File: src/gpkw_pkg.sv
// Constants shared by the port block and its synchroniser.
// Assumes a single 40 MHz system clock and an active-low asynchronous reset.
// Functional notes
// - Twenty-four pins as three byte-wide ports.
// - Every pin does input, output and wakeup.
// - Write fills latch only; buffer reads synced pins.
// - Wakeup when pin differs from latched reference.
// - Serial select, clock, data on port D low nibble.
// - Serial enable overrides general settings on D low nibble.
// - LED outputs on B or A low nibble.
// - Port A bits 4-6 feed timer clocks.
// - Wakeup restarts clock, resumes after sleep.
package gpkw_pkg;

   // ----------------------------------------
   // Geometry
   // ----------------------------------------
   localparam int PORT_NUM   = 3;
   localparam int PORT_WIDTH = 8;
   localparam int PORT_A     = 0;
   localparam int PORT_B     = 1;
   localparam int PORT_D     = 2;

   // ----------------------------------------
   // Shared pin positions
   // ----------------------------------------
   localparam int SER_CS_BIT  = 0;
   localparam int SER_CLK_BIT = 1;
   localparam int SER_RX_BIT  = 2;
   localparam int SER_TX_BIT  = 3;
   localparam int LED_NUM     = 4;
   localparam int TMR_A_BIT   = 4;
   localparam int TMR_B_BIT   = 5;
   localparam int TMR_C_BIT   = 6;

   // ----------------------------------------
   // Reset values
   // ----------------------------------------
   localparam logic [7:0] DATA_RST = 8'h00;
   localparam logic [7:0] DIR_RST  = 8'h00;
   localparam logic [7:0] WAKE_RST = 8'h00;
   localparam int         SYNC_STAGES = 2;

   typedef enum logic [1:0] {
      GPKW_RUN   = 2'b01,
      GPKW_SLEEP = 2'b10
   } gpkw_pwr_e;

endpackage : gpkw_pkg

File: src/gpkw_ports.sv
// Three byte-wide general ports with key-change wakeup and pin sharing.
// Assumes the serial, LED and timer engines live outside; pads resolve
// the pin level from the enables supplied here.
module gpkw_ports (
   input  wire logic                  clk_sys,
   input  wire logic                  rst_n,
   // Software side, one strobe per port in index order A, B, D
   input  wire logic [2:0]            data_we,
   input  wire logic [2:0]            dir_we,
   input  wire logic [2:0]            wake_en_we,
   input  wire logic [7:0]            wr_data,
   output      logic [2:0][7:0]       port_data_register,
   output      logic [2:0][7:0]       port_buffer_rd,
   output      logic [2:0][7:0]       port_dir_rd,
   output      logic [2:0][7:0]       port_wake_en_rd,
   // Sleep control
   input  wire logic                  sleep_cmd,
   output      logic                  sleep_active,
   output      logic                  clk_run,
   output      logic                  wakeup,
   output      logic                  wake_resume,
   // Alternate functions
   input  wire logic                  serial_en,
   input  wire logic                  serial_chip_select_pin,
   input  wire logic                  serial_clock_pin,
   input  wire logic                  serial_transmit_pin,
   output      logic                  serial_receive_pin,
   input  wire logic                  led_en,
   input  wire logic                  led_on_port_a,
   input  wire logic [3:0]            led_pulse_outputs,
   output      logic                  timer_first_ext_clk,
   output      logic                  timer_second_ext_clk,
   output      logic                  timer_third_ext_clk,
   // Pins
   input  wire logic [7:0]            port_a_pins_in,
   output      logic [7:0]            port_a_pins_out,
   output      logic [7:0]            port_a_pins_oe,
   input  wire logic [7:0]            port_b_pins_in,
   output      logic [7:0]            port_b_pins_out,
   output      logic [7:0]            port_b_pins_oe,
   input  wire logic [7:0]            port_d_pins_in,
   output      logic [7:0]            port_d_pins_out,
   output      logic [7:0]            port_d_pins_oe
);

   // ----------------------------------------
   // State
   // ----------------------------------------
   typedef struct packed {
      logic [2:0][7:0]    data;
      logic [2:0][7:0]    dir;
      logic [2:0][7:0]    wake_en;
      gpkw_pkg::gpkw_pwr_e pwr;
      logic               resume;
   } gpkw_state_s;

   gpkw_state_s     st_q;
   gpkw_state_s     st_d;
   logic [2:0][7:0] pins_raw;
   logic [2:0][7:0] pins_sync;
   logic [2:0][7:0] wake_mask;
   logic [2:0][7:0] drv_out;
   logic [2:0][7:0] drv_oe;
   logic            wake_any;

   assign pins_raw[gpkw_pkg::PORT_A] = port_a_pins_in;
   assign pins_raw[gpkw_pkg::PORT_B] = port_b_pins_in;
   assign pins_raw[gpkw_pkg::PORT_D] = port_d_pins_in;

   // ----------------------------------------
   // Helpers
   // ----------------------------------------
   // LED and serial alternate functions claim the low nibble of a port; timer clocks read port A bits 4-6
   function automatic logic [7:0] take_low_nibble(
      input logic [7:0] byte_now,
      input logic [3:0] nibble
   );
      take_low_nibble = {byte_now[7:4], nibble};
   endfunction : take_low_nibble

   // Strobe takes the shared write byte, otherwise the byte holds
   function automatic logic [7:0] strobe_byte(
      input logic [7:0] byte_now,
      input logic       we,
      input logic [7:0] byte_new
   );
      strobe_byte = we ? byte_new : byte_now;
   endfunction : strobe_byte

   // ----------------------------------------
   // Pin synchroniser
   // ----------------------------------------
   // Software and timers only ever see synchronised pin levels
   gpkw_sync #(
      .WIDTH (gpkw_pkg::PORT_NUM * gpkw_pkg::PORT_WIDTH)
   ) u_sync (
      .clk_sys  (clk_sys),
      .rst_n    (rst_n),
      .async_in (pins_raw),
      .sync_out (pins_sync)
   );

   // ----------------------------------------
   // Key-change wakeup
   // ----------------------------------------
   // Pure gates on raw pins: must fire with the clock stopped.
   always_comb begin
      wake_mask = st_q.wake_en;
      if (serial_en) begin
         wake_mask[gpkw_pkg::PORT_D][3:0] = 4'h0;
      end
   end

   assign wake_any = |((pins_raw ^ st_q.data) & wake_mask);

   // ----------------------------------------
   // Register update
   // ----------------------------------------
   always_comb begin
      st_d        = st_q;
      st_d.resume = 1'b0;
      for (int p = 0; p < gpkw_pkg::PORT_NUM; p++) begin
         // Several strobes in one cycle all take the same write byte
         st_d.data[p]    = strobe_byte(st_q.data[p], data_we[p], wr_data);
         st_d.dir[p]     = strobe_byte(st_q.dir[p], dir_we[p], wr_data);
         st_d.wake_en[p] = strobe_byte(st_q.wake_en[p], wake_en_we[p], wr_data);
      end
      // Refused while a wake is pending: the clock would stop and restart at once
      // Leaving sleep raises a one-cycle resume pulse for the program counter
      case (st_q.pwr)
         gpkw_pkg::GPKW_RUN: begin
            if (sleep_cmd && !wake_any) begin
               st_d.pwr = gpkw_pkg::GPKW_SLEEP;
            end
         end
         gpkw_pkg::GPKW_SLEEP: begin
            if (wake_any) begin
               st_d.pwr    = gpkw_pkg::GPKW_RUN;
               st_d.resume = 1'b1;
            end
         end
         default: begin
            // Unknown state code falls back to running
            st_d.pwr = gpkw_pkg::GPKW_RUN;
         end
      endcase
   end

   always_ff @(posedge clk_sys or negedge rst_n) begin
      if (!rst_n) begin
         st_q.data    <= {gpkw_pkg::PORT_NUM{gpkw_pkg::DATA_RST}};
         st_q.dir     <= {gpkw_pkg::PORT_NUM{gpkw_pkg::DIR_RST}};
         st_q.wake_en <= {gpkw_pkg::PORT_NUM{gpkw_pkg::WAKE_RST}};
         st_q.pwr     <= gpkw_pkg::GPKW_RUN;
         st_q.resume  <= 1'b0;
      end else begin
         st_q <= st_d;
      end
   end

   // ----------------------------------------
   // Pin drive and sharing
   // ----------------------------------------
   always_comb begin
      for (int p = 0; p < gpkw_pkg::PORT_NUM; p++) begin
         drv_oe[p]  = st_q.dir[p];
         drv_out[p] = st_q.data[p] & st_q.dir[p];
      end
      // LED outputs take the low nibble of B, or of A when selected
      if (led_en) begin
         if (led_on_port_a) begin
            drv_oe[gpkw_pkg::PORT_A]  = take_low_nibble(drv_oe[gpkw_pkg::PORT_A], 4'hF);
            drv_out[gpkw_pkg::PORT_A] = take_low_nibble(drv_out[gpkw_pkg::PORT_A], led_pulse_outputs);
         end else begin
            drv_oe[gpkw_pkg::PORT_B]  = take_low_nibble(drv_oe[gpkw_pkg::PORT_B], 4'hF);
            drv_out[gpkw_pkg::PORT_B] = take_low_nibble(drv_out[gpkw_pkg::PORT_B], led_pulse_outputs);
         end
      end
      // Serial interface owns D low nibble, general settings ignored
      // Placed last so it wins over every other setting on D
      if (serial_en) begin
         drv_oe[gpkw_pkg::PORT_D][gpkw_pkg::SER_CS_BIT]   = 1'b1;
         drv_out[gpkw_pkg::PORT_D][gpkw_pkg::SER_CS_BIT]  = serial_chip_select_pin;
         drv_oe[gpkw_pkg::PORT_D][gpkw_pkg::SER_CLK_BIT]  = 1'b1;
         drv_out[gpkw_pkg::PORT_D][gpkw_pkg::SER_CLK_BIT] = serial_clock_pin;
         drv_oe[gpkw_pkg::PORT_D][gpkw_pkg::SER_RX_BIT]   = 1'b0;
         drv_out[gpkw_pkg::PORT_D][gpkw_pkg::SER_RX_BIT]  = 1'b0;
         drv_oe[gpkw_pkg::PORT_D][gpkw_pkg::SER_TX_BIT]   = 1'b1;
         drv_out[gpkw_pkg::PORT_D][gpkw_pkg::SER_TX_BIT]  = serial_transmit_pin;
      end
   end

   assign port_a_pins_out = drv_out[gpkw_pkg::PORT_A];
   assign port_a_pins_oe  = drv_oe[gpkw_pkg::PORT_A];
   assign port_b_pins_out = drv_out[gpkw_pkg::PORT_B];
   assign port_b_pins_oe  = drv_oe[gpkw_pkg::PORT_B];
   assign port_d_pins_out = drv_out[gpkw_pkg::PORT_D];
   assign port_d_pins_oe  = drv_oe[gpkw_pkg::PORT_D];

   // ----------------------------------------
   // Reads and alternate inputs
   // ----------------------------------------
   assign port_data_register = st_q.data;
   assign port_buffer_rd     = pins_sync;
   assign port_dir_rd        = st_q.dir;
   assign port_wake_en_rd    = st_q.wake_en;

   // Held low while disabled so the engine sees no stray edges
   assign serial_receive_pin = serial_en & pins_sync[gpkw_pkg::PORT_D][gpkw_pkg::SER_RX_BIT];

   assign timer_first_ext_clk  = pins_sync[gpkw_pkg::PORT_A][gpkw_pkg::TMR_A_BIT];
   assign timer_second_ext_clk = pins_sync[gpkw_pkg::PORT_A][gpkw_pkg::TMR_B_BIT];
   assign timer_third_ext_clk  = pins_sync[gpkw_pkg::PORT_A][gpkw_pkg::TMR_C_BIT];

   // ----------------------------------------
   // Sleep and clock restart
   // ----------------------------------------
   assign sleep_active = (st_q.pwr == gpkw_pkg::GPKW_SLEEP);
   assign wakeup       = wake_any;
   // Clock request bypasses flops so a stopped clock can restart
   assign clk_run      = !sleep_active || wake_any;
   assign wake_resume  = st_q.resume;

endmodule : gpkw_ports

File: src/gpkw_sync.sv
// Two-stage level synchroniser for pin inputs.
// Assumes inputs may change at any time relative to clk_sys.
module gpkw_sync #(
   parameter int WIDTH = 24
) (
   input  wire logic             clk_sys,
   input  wire logic             rst_n,
   input  wire logic [WIDTH-1:0] async_in,
   output      logic [WIDTH-1:0] sync_out
);

   typedef struct packed {
      logic [WIDTH-1:0] first;
      logic [WIDTH-1:0] second;
   } gpkw_sync_s;

   gpkw_sync_s st_q;
   gpkw_sync_s st_d;

   always_comb begin
      st_d        = st_q;
      st_d.first  = async_in;
      st_d.second = st_q.first;
   end

   always_ff @(posedge clk_sys or negedge rst_n) begin
      if (!rst_n) begin
         st_q <= '0;
      end else begin
         st_q <= st_d;
      end
   end

   assign sync_out = st_q.second;

endmodule : gpkw_sync

File: config.mk
export PLATFORM = sky130hd
export DESIGN_NAME = gpkw_ports
export DESIGN_NICKNAME = d
export VERILOG_FILES = /design/src/gpkw_pkg.sv /design/src/gpkw_ports.sv /design/src/gpkw_sync.sv
export SDC_FILE = /design/constraint.sdc
export NUM_CORES = 1
export LEC_CHECK = 0
export ABC_CLOCK_PERIOD_IN_PS = 2600
export BUFFER_PORTS_ARGS = -buffer_cell sky130_fd_sc_hd__buf_2
export CORE_AREA = 8 8 110 112
export DETAILED_ROUTE_END_ITERATION = 8
export DIE_AREA = 0 0 118 120
export GPL_ROUTABILITY_DRIVEN = 0
export HOLD_SLACK_MARGIN = 0.05
export PLACE_DENSITY = 0.84
export SETUP_SLACK_MARGIN = 0.15
export SLEW_MARGIN = 20
export SYNTH_ARGS = -nofsm -noshare
export SYNTH_HDL_FRONTEND = slang
export SYNTH_HIERARCHICAL = 1
export SYNTH_SLANG_ARGS = --single-unit
File: constraint.sdc
create_clock -name clk_sys -period 2.6 [get_ports clk_sys]
set_input_delay 0.26 -clock clk_sys [delete_from_list [all_inputs] [get_ports clk_sys]]
set_output_delay 0.26 -clock clk_sys [all_outputs]
set_load 0.005 [all_outputs]
==> out/summary.txt, run 1 <==
DIE
-------------------------------------------------------------------------------------------
Initial standard-cell utilization of the core                                        50.49%
Die area                                                                       14,160 sq um
Count of pins on the block boundary                                                     206
Horizontal extent of the die                                                         118 um
Row count                                                                                38
DIE HEIGHT                                                                           120 um
Area of the core                                                               10,510 sq um

SYNTH
-------------------------------------------------------------------------------------------
Syn Std Cell Area                                                                5305 sq um
Synth Area per Inst                                                             13.23 sq um
Top cell type's share of synthesized area                                            57.55%
Synth top area cells                                                           sky130_fd_sc_hd__dfrtp_1 (58%), sky130_fd_sc_hd__mux2_2 (15%), sky130_fd_sc_hd__buf_4 (12%)
Syn nets                                                                                455
Post-synthesis cell count                                                               401
Share of the yosys chip area belonging to registers                                  58.04%
Number of distinct library cells after synthesis                                         25
Number of warnings issued by yosys                                                        6
Cell accounting for the most synthesized area                                  sky130_fd_sc_hd__dfrtp_1
Flip-flop and latch count after synthesis                                               123

PWR
-------------------------------------------------------------------------------------------
Combinational fraction of design power                                                13.0%
Relative contribution of the clock network to total power                             45.5%
Proportion of total power due to net switching                                       23.30%
Switching pwr                                                                       1232 uW
Total power divided by cell area                                               791.0 nW/um^2
Sequential share of power                                                             41.5%
Leakage                                                                         0.003284 uW
IR Drop Worst-Case VDD                                                          0.0005032 V
Internal portion of total power                                                     4056 uW

ROUTING
-------------------------------------------------------------------------------------------
Total iterations of the first detailed-routing run                                        4
Number of design-rule violations left by the first detailed-router iteration            168
Wire length per cell                                                               19.24 um
Number of vias after detailed routing                                                 3,438
Post-DR vias/cell                                                                     4.877
DRC                                                                                       0
Number of nets with antenna violations after routing                                      0
Aggregate routed wire length                                                      13,560 um

WORST SETUP PATH
-------------------------------------------------------------------------------------------
Reg-to-reg setup timing slack                                                       1.08 ns
Buffers & Inverters on Critical Path                                                      3
Max Fanout on Critical Path                                                               5
Maximum single-stage delay on the critical path                                     0.55 ns
CP Data Arrival Time                                                                1.99 ns
Kind of cell adding the most delay to the critical path                        buffers and inverters
Slowest library cell on the worst path                                         sky130_fd_sc_hd__dlygate4sd3_1
Startpoint of the worst register-to-register path                              port_data_register[20]$_DFFE_PN0P_
CP most frequent cell                                                          sky130_fd_sc_hd__buf_2
Cell depth of the worst flop-to-flop path                                                 5
Path type of the worst setup path                                              primary input to output port
Worst Path Required                                                                 2.34 ns
CP endpoint kind                                                                output port
Kind of launch point of the worst setup path                                   primary input
FF-to-FF End                                                                   wake_resume$_DFF_PN0_
Chain of cells forming the critical path                                       dlygate4sd3_1, buf_2, xor2_1, a22o_1, a221oi_2, and3_4, nand3_1, buf_2

PLACE
-------------------------------------------------------------------------------------------
Half-perimeter wire length after detailed placement                                 9876 um
PortBufs                                                                                205
Place WS                                                                          0.7786 ns

CLOCK TREE
-------------------------------------------------------------------------------------------
Clock tree from TritonCTS                                                             built
Clock tree root buffer cell                                                    sky130_fd_sc_hd__clkbuf_8
Latest clock arrival within the worst-skew pair                                     0.50 ns
Clock slew seen by the registers of the worst setup and hold paths                  0.06 ns
Clk buf depth                                                                             2
Number of H-tree levels                                                                   4
Number of sinks on the clock net                                                        123
Cts bufs inserted                                                                        17

GRT
-------------------------------------------------------------------------------------------
Global-route wire length before repair                                            21,210 um
Largest net degree at the start of global routing                                       124
Antenna violations before repair                                                          0
GRT Residual Overflow                                                                     0
Via count of the first global-routing pass                                            3,795
GR Util All Layers                                                                   19.43%

WORST HOLD PATH
-------------------------------------------------------------------------------------------
Hold Path End                                                                  st_q[1]$_DFFE_PN1P_
Source of the worst hold timing path                                              sleep_cmd
Type of the worst min-delay path                                               primary input to flip-flop
Worst hold path depth                                                                     3

FINAL LAYOUT
-------------------------------------------------------------------------------------------
Fraction of layout cells with a size suffix above 1                                  55.58%
Most frequent cells in the layout                                              sky130_fd_sc_hd__buf_2 (204), sky130_fd_sc_hd__dfrtp_1 (122), sky130_fd_sc_hd__mux2_2 (72), sky130_fd_sc_hd__dlygate4sd3_1 (25), sky130_fd_sc_hd__xor2_1 (24)
Number of antenna cells inserted                                                          0
Area growth syn-to-layout                                                            26.01%
Utilization of the core after routing                                                63.62%
Nets                                                                                    607
Most frequent standard cell in the layout excluding fill and tap cells         sky130_fd_sc_hd__buf_2
Filler cell count in the final layout                                                   825
Area taken by multi-input logic gates                                            1538 sq um
Register area                                                                    3079 sq um

TIMING
-------------------------------------------------------------------------------------------
Unrepaired setup endpoints after global routing                                       false
Setup-failing EPs final                                                                   0
Final setup margin                                                                0.3454 ns
Clock tree skew after final layout                                              0.006804 ns
Count of final max-slew check failures                                                    0
Upper clock frequency limit                                                       443.5 MHz
Max_slew headroom                                                                    37.10%
Final sum of negative setup slack                                                      0 ns
Period utilization                                                                   86.71%
Slew at the pin closest to its max-slew limit                                     0.9435 ns
Final period demand of the worst path                                              2.255 ns
Number of hold violations in the final report                                             0

RUN
-------------------------------------------------------------------------------------------
Number of max-capacitance violations reported                                             0

STATUS
-------------------------------------------------------------------------------------------
Run status                                                                        completed

worst register-to-register path, stage by stage, from the launching register on:
cell and delay [ns]:
sky130_fd_sc_hd__dfrtp_1 0.41, sky130_fd_sc_hd__xor2_1 0.16, sky130_fd_sc_hd__a22oi_1 0.22, sky130_fd_sc_hd__nand4_1 0.18, sky130_fd_sc_hd__nor2_2 0.26, sky130_fd_sc_hd__a21boi_0 0.15
registers in the layout (all words and copies together), names as in the netlist:
register and cells:
port_wake_en_rd 24, wake_resume 1, port_dir_rd 20, u_sync/sync_out 24, port_d_pins_oe 4, st_q 2
port_data_register 24, u_sync/st_d 24
kinds of logic after synthesis:
family	count (synthesis)	synth area share, %
AOI/OAI and AO/OA	19	3.042
xor gates and xnor gates	24	3.962
buffers and inverters	97	13.02
DFF	123	58.04
muxes	72	15.28
and+or+nand+nor	66	6.651
worst max path at each step:
stage / start / end / depth (start not counted)
after floorplan: port_data_register[15]$_DFFE_PN0P_ / clk_run / 5
after global placement: port_data_register[20]$_DFFE_PN0P_ / clk_run / 6
after detailed placement: port_data_register[20]$_DFFE_PN0P_ / clk_run / 6
after CTS: port_data_register[20]$_DFFE_PN0P_ / clk_run / 6
after global routing: port_data_register[8]$_DFFE_PN0P_ / clk_run / 6
final: port_b_pins_in[0] / clk_run / 8
power groups by stage:
stage	logic (uW)	clock network (uW)	registers, uW
final	688	2410	2190
after global routing	754	2540	2220
after floorplan	474	0	2190
after CTS	704	2450	2200
after global placement	660	0	2210
after detailed placement	670	0	2230
cell usage after synthesis:
cell type and instances:
sky130_fd_sc_hd__o21ai_0 3, sky130_fd_sc_hd__and2_2 1, sky130_fd_sc_hd__a21boi_0 1, sky130_fd_sc_hd__nor2b_1 3, sky130_fd_sc_hd__nand4_1 1, sky130_fd_sc_hd__nor2_1 1
sky130_fd_sc_hd__clkbuf_1 10, sky130_fd_sc_hd__dfstp_2 1, sky130_fd_sc_hd__nand2_1 20, sky130_fd_sc_hd__a21oi_1 1, sky130_fd_sc_hd__xor2_1 24, sky130_fd_sc_hd__a221oi_2 3
sky130_fd_sc_hd__o211ai_1 1, sky130_fd_sc_hd__dfrtp_1 122, sky130_fd_sc_hd__and3_4 1, sky130_fd_sc_hd__or2_2 3, sky130_fd_sc_hd__buf_4 87, sky130_fd_sc_hd__o211a_1 1
sky130_fd_sc_hd__nand3_1 13, sky130_fd_sc_hd__nand2b_1 9, sky130_fd_sc_hd__a22o_1 3, sky130_fd_sc_hd__a22oi_1 6, sky130_fd_sc_hd__mux2_2 72, sky130_fd_sc_hd__and2_1 13
sky130_fd_sc_hd__and3b_1 1
metal layers:
| layer | track usage (%) | share of wire [%] |
|---|---|---|
| met1 | 21.78 | 40 |
| met5 | 0 | 0 |
| met2 | 33.90 | 52 |
| met4 | 7.286 | 1.5 |
| met3 | 6.435 | 5.9 |
what timing repair did:
item	CTS	global route
buffers inserted	0	0
setup endpoints to repair	0	1
resized for setup	0	1
endpoints found under the hold margin	146	0
hold buffers	25	0
through the flow:
stage | cell area (sq um) | cells | power [uW] | hold WS, ns
floorplan | 5305 | 401 | 2666 | -0.03559
global placement | 5822 | 649 | 2872 | 0.3311
detailed placement | 5822 | 649 | 2898 | 0.3347
CTS | 6680 | 705 | 5350 | 0.06958
global route | 6685 | 705 | 5507 | 0.08013
finish | 6685 | 705 | 5288 | 0.08964
layout make-up:
class | instances | share of cell area, %
multi-input combinational | 181 | 23.00
sequential | 123 | 46.06
clock buffer | 24 | 7.037
clock inverter | 7 | 2.059
tap | 140 | 2.620
timing repair buffer | 230 | 19.22
No activity file was read; power rests on OpenSTA's default activity.
==> run 2, diff against run 1 <==
--- a/config.mk
+++ b/config.mk
@@ -5,15 +5,16 @@
 export SDC_FILE = /design/constraint.sdc
 export NUM_CORES = 1
 export LEC_CHECK = 0
+export ABC_AREA = 1
 export ABC_CLOCK_PERIOD_IN_PS = 2600
 export BUFFER_PORTS_ARGS = -buffer_cell sky130_fd_sc_hd__buf_2
-export CORE_AREA = 8 8 110 112
+export CORE_AREA = 8 8 135 137
 export DETAILED_ROUTE_END_ITERATION = 8
-export DIE_AREA = 0 0 118 120
+export DIE_AREA = 0 0 143 145
 export GPL_ROUTABILITY_DRIVEN = 0
 export HOLD_SLACK_MARGIN = 0.05
-export PLACE_DENSITY = 0.84
 export SETUP_SLACK_MARGIN = 0.15
+export SKIP_LAST_GASP = 1
 export SLEW_MARGIN = 20
 export SYNTH_ARGS = -nofsm -noshare
 export SYNTH_HDL_FRONTEND = slang
==> run 2 against run 1 <==
  * Wire length is 9.8% higher
  * Utilization decreased by 20 points
  * Highest routed layer unchanged
  * Power is 2.2% lower
  * Critical endpoint unchanged
  * Final area increased by 4.7%
  * Critical path type unchanged
  * Largest power group unchanged
  * Synthesized cell count rose by 47%
  * First-iteration DRC count is 17% lower
  * Hold slack improved by 0.044 ns
==> out/summary.txt, run 2 <==
STATUS
-------------------------------------------------------------------------------------------
Run status                                                                        completed

CLOCK TREE
-------------------------------------------------------------------------------------------
Clk buf depth                                                                             2   unchanged
Cts bufs inserted                                                                        17   unchanged
Count of instances resized after the clock tree is built                                  0   unchanged
Clock tree from TritonCTS                                                             built
Latest clock arrival within the worst-skew pair                                     0.41 ns   -0.09 ns
Number of H-tree levels                                                                   4   unchanged
Post-CTS setup buffer count                                                               0   unchanged
Clock slew seen by the registers of the worst setup and hold paths                  0.05 ns   about the same
Clock tree root buffer cell                                                    sky130_fd_sc_hd__clkbuf_16
Number of sinks on the clock net                                                        123   unchanged
Quantity of hold-fixing buffers added after cts                                          25   unchanged

PLACE
-------------------------------------------------------------------------------------------
Place WS                                                                          0.9570 ns   +0.1784 ns
PortBufs                                                                                205   unchanged
Half-perimeter wire length after detailed placement                               11,340 um   +15%
Number of instances in the placed design                                                913   +41%

TIMING
-------------------------------------------------------------------------------------------
Number of hold violations in the final report                                             0   unchanged
Max_slew headroom                                                                    68.53%   +31 points
Final sum of negative setup slack                                                      0 ns   unchanged
Setup-failing EPs final                                                                   0   unchanged
Count of final max-slew check failures                                                    0   unchanged
Period utilization                                                                   82.13%   -4.6 points
Final setup margin                                                                0.4646 ns   +0.1191 ns
Unrepaired setup endpoints after global routing                                       false
Clock tree skew after final layout                                              0.007785 ns   +0.0009808 ns
Final period demand of the worst path                                              2.135 ns   -0.1191 ns
Upper clock frequency limit                                                       468.3 MHz   +5.6%
Slew at the pin closest to its max-slew limit                                     0.4721 ns   -0.4715 ns

WORST SETUP PATH
-------------------------------------------------------------------------------------------
CP Data Arrival Time                                                                1.88 ns   -0.11 ns
Path type of the worst setup path                                              primary input to output port
Reg-to-reg setup timing slack                                                       1.24 ns   +0.16 ns
Startpoint of the worst register-to-register path                              port_data_register[0]$_DFFE_PN0P_
Cell depth of the worst flop-to-flop path                                                 8   +3
FF-to-FF End                                                                   wake_resume$_DFF_PN0_
Buffers & Inverters on Critical Path                                                      4   +1
CP most frequent cell                                                          sky130_fd_sc_hd__nand2_1
Maximum single-stage delay on the critical path                                     0.55 ns   about the same
Chain of cells forming the critical path                                       dlygate4sd3_1, buf_2, inv_1, nand2_1, nand3_1, nand2_1, nor2_2, nand3_1, nor2_2, nand2_1, buf_2
Critical path depth                                                                      11   +3
Max Fanout on Critical Path                                                               3   -2
Worst Path Required                                                                 2.34 ns   about the same
Slowest library cell on the worst path                                         sky130_fd_sc_hd__dlygate4sd3_1
CP endpoint kind                                                                output port
Kind of launch point of the worst setup path                                   primary input
Kind of cell adding the most delay to the critical path                        buffers and inverters

GRT
-------------------------------------------------------------------------------------------
GR Util All Layers                                                                   14.83%   -4.6 points
Via count of the first global-routing pass                                            4,203   +11%
Antenna violations before repair                                                          0   unchanged
GRT Residual Overflow                                                                     0   unchanged
Global-route wire length before repair                                            23,210 um   +9.4%
Largest net degree at the start of global routing                                        54   -56%

FINAL LAYOUT
-------------------------------------------------------------------------------------------
Post-layout instance count excluding filler cells                                       970   +38%
Most frequent cells in the layout                                              sky130_fd_sc_hd__buf_2 (204), sky130_fd_sc_hd__nand2_1 (142), sky130_fd_sc_hd__dfrtp_1 (122), sky130_fd_sc_hd__inv_1 (79), sky130_fd_sc_hd__o21ai_0 (48)
Fraction of layout cells with a size suffix above 1                                  38.53%   -17 points
Number of antenna cells inserted                                                          0   unchanged
Utilization of the core after routing                                                43.27%   -20 points
Most frequent standard cell in the layout excluding fill and tap cells         sky130_fd_sc_hd__buf_2
Area growth syn-to-layout                                                            26.20%
Nets                                                                                    791   +30%

PWR
-------------------------------------------------------------------------------------------
IR Drop Worst-Case VDD                                                          0.0003940 V   -22%
Total power divided by cell area                                               739.1 nW/um^2   -6.6%
Leakage                                                                         0.003784 uW   +15%
Overall power of the completed layout                                               5171 uW   -2.2%

SYNTH
-------------------------------------------------------------------------------------------
Main flop type after synthesis                                                 sky130_fd_sc_hd__dfrtp_1
Number of synthesized flops with an enable pin                                            0   unchanged
Number of warnings issued by yosys                                                        6   unchanged
Cell with the most instances after synthesis                                   sky130_fd_sc_hd__nand2_1
Most instantiated cells after synthesis                                        sky130_fd_sc_hd__nand2_1 (142), sky130_fd_sc_hd__dfrtp_1 (122), sky130_fd_sc_hd__buf_4 (87)
Post-synthesis cell count                                                               589   +47%
Flip-flop and latch count after synthesis                                               123   unchanged
Share of the yosys chip area belonging to registers                                  55.54%   -2.5 points
Syn nets                                                                                643   +41%
Share of synthesized registers carrying an async set or reset                        100.0%   unchanged
Syn Std Cell Area                                                                5544 sq um   +4.5%
Synth Area per Inst                                                             9.413 sq um   -29%
Synth top area cells                                                           sky130_fd_sc_hd__dfrtp_1 (55%), sky130_fd_sc_hd__buf_4 (12%), sky130_fd_sc_hd__nand2_1 (9.6%)
Top cell type's share of synthesized area                                            55.07%   -2.5 points
Cell accounting for the most synthesized area                                  sky130_fd_sc_hd__dfrtp_1
Number of distinct library cells after synthesis                                         17   -32%

ROUTING
-------------------------------------------------------------------------------------------
Number of vias after detailed routing                                                 4,120   +20%
DRC                                                                                       0   unchanged
Total iterations of the first detailed-routing run                                        4   unchanged
Aggregate routed wire length                                                      14,890 um   +9.8%
Post-DR vias/cell                                                                     4.247   -13%
Wire length per cell                                                               15.35 um   -20%
Number of nets with antenna violations after routing                                      0   unchanged
Number of design-rule violations left by the first detailed-router iteration            140   -17%

WORST HOLD PATH
-------------------------------------------------------------------------------------------
Type of the worst min-delay path                                               primary input to flip-flop
Hold Path End                                                                  st_q[1]$_DFFE_PN1P_
Worst hold path depth                                                                     4   +1
Source of the worst hold timing path                                              sleep_cmd

DIE
-------------------------------------------------------------------------------------------
Area of the core                                                               16,170 sq um   +54%
Die area                                                                       20,740 sq um   +46%
Row count                                                                                47   +24%
DIE HEIGHT                                                                           145 um   +21%
Horizontal extent of the die                                                         143 um   +21%
Initial standard-cell utilization of the core                                        34.28%   -16 points
Count of pins on the block boundary                                                     206   unchanged

RUN
-------------------------------------------------------------------------------------------
Number of max-capacitance violations reported                                             0   unchanged

run 2: cell types whose count changed after synthesis, moves of 9 or more:
| cell | delta |
|---|---|
| sky130_fd_sc_hd__nand2_1 | +122 |
| sky130_fd_sc_hd__and2_1 | -13 |
| sky130_fd_sc_hd__xor2_1 | -24 |
| sky130_fd_sc_hd__o21ai_0 | +45 |
| sky130_fd_sc_hd__nor2_2 | +9 |
| sky130_fd_sc_hd__inv_1 | +79 |
| sky130_fd_sc_hd__nand2b_1 | -9 |
| sky130_fd_sc_hd__mux2_2 | -40 |
| sky130_fd_sc_hd__nand3_1 | +18 |
run 2: final cells by class:
class / count / area [sq um]
Tap cell: 220 / 275.3
Fill cell: 1550 / 9175
Multi-Input combinational cell: 276 / 1415
Clock inverter: 11 / 120.1
Inverter: 87 / 326.6
Sequential cell: 123 / 3079
Clock buffer: 21 / 470.5
Timing Repair Buffer: 232 / 1310
run 2: through the flow:
stage / area (sq um) / hold WS, ns
CTS: 6997 / 0.1112
finish: 6997 / 0.1341
detailed placement: 6156 / 0.1714
floorplan: 5544 / -0.03559
global placement: 6156 / 0.1715
global route: 6997 / 0.1532
run 2: worst max path at each step:
stage                                                 start       to  slack (ns)
after CTS                                 port_b_pins_in[7]  clk_run        0.44
after floorplan           port_data_register[2]$_DFFE_PN0P_  clk_run        1.34
after detailed placement  port_data_register[2]$_DFFE_PN0P_  clk_run        0.96
after global routing                      port_b_pins_in[7]  clk_run        0.35
after global placement    port_data_register[2]$_DFFE_PN0P_  clk_run        0.97
final                                     port_b_pins_in[7]  clk_run        0.46
run 2: worst register-to-register path, cell delays in order, from the launching register on:
cell,delay (ns)
sky130_fd_sc_hd__dfrtp_1,0.42
sky130_fd_sc_hd__inv_1,0.09
sky130_fd_sc_hd__nand2_1,0.05
sky130_fd_sc_hd__nand3_1,0.10
sky130_fd_sc_hd__nand2_1,0.08
sky130_fd_sc_hd__nor2_2,0.12
sky130_fd_sc_hd__nand3_1,0.14
sky130_fd_sc_hd__nor2_2,0.20
sky130_fd_sc_hd__nor2_1,0.05
run 2: cells by family (layout without fill, tap and decap cells):
kind of cell,after synthesis,in the layout,share of synthesized area [%]
mux,32,32,6.500
simple gates,193,193,14.29
buf+inv,190,351,18.93
flops,123,123,55.54
compound gates,51,51,4.739
run 2: where the power goes:
part | internal, uW | total [uW] | switching (uW)
clock network | 1480 | 2320 | 840
registers | 2060 | 2160 | 103
logic | 310 | 688 | 378
total | 3850 | 5170 | 1320
run 2: routing by layer:
layer	vias to the layer above	share of wire, %	GRT usage (%)	routed length [um]
met5	-	0	0	0
met4	0	2.4	7.124	363
met3	29	6.4	4.199	953
met1	1922	42	17.52	6309
li1	2026	-	-	-
met2	143	49	24.22	7262
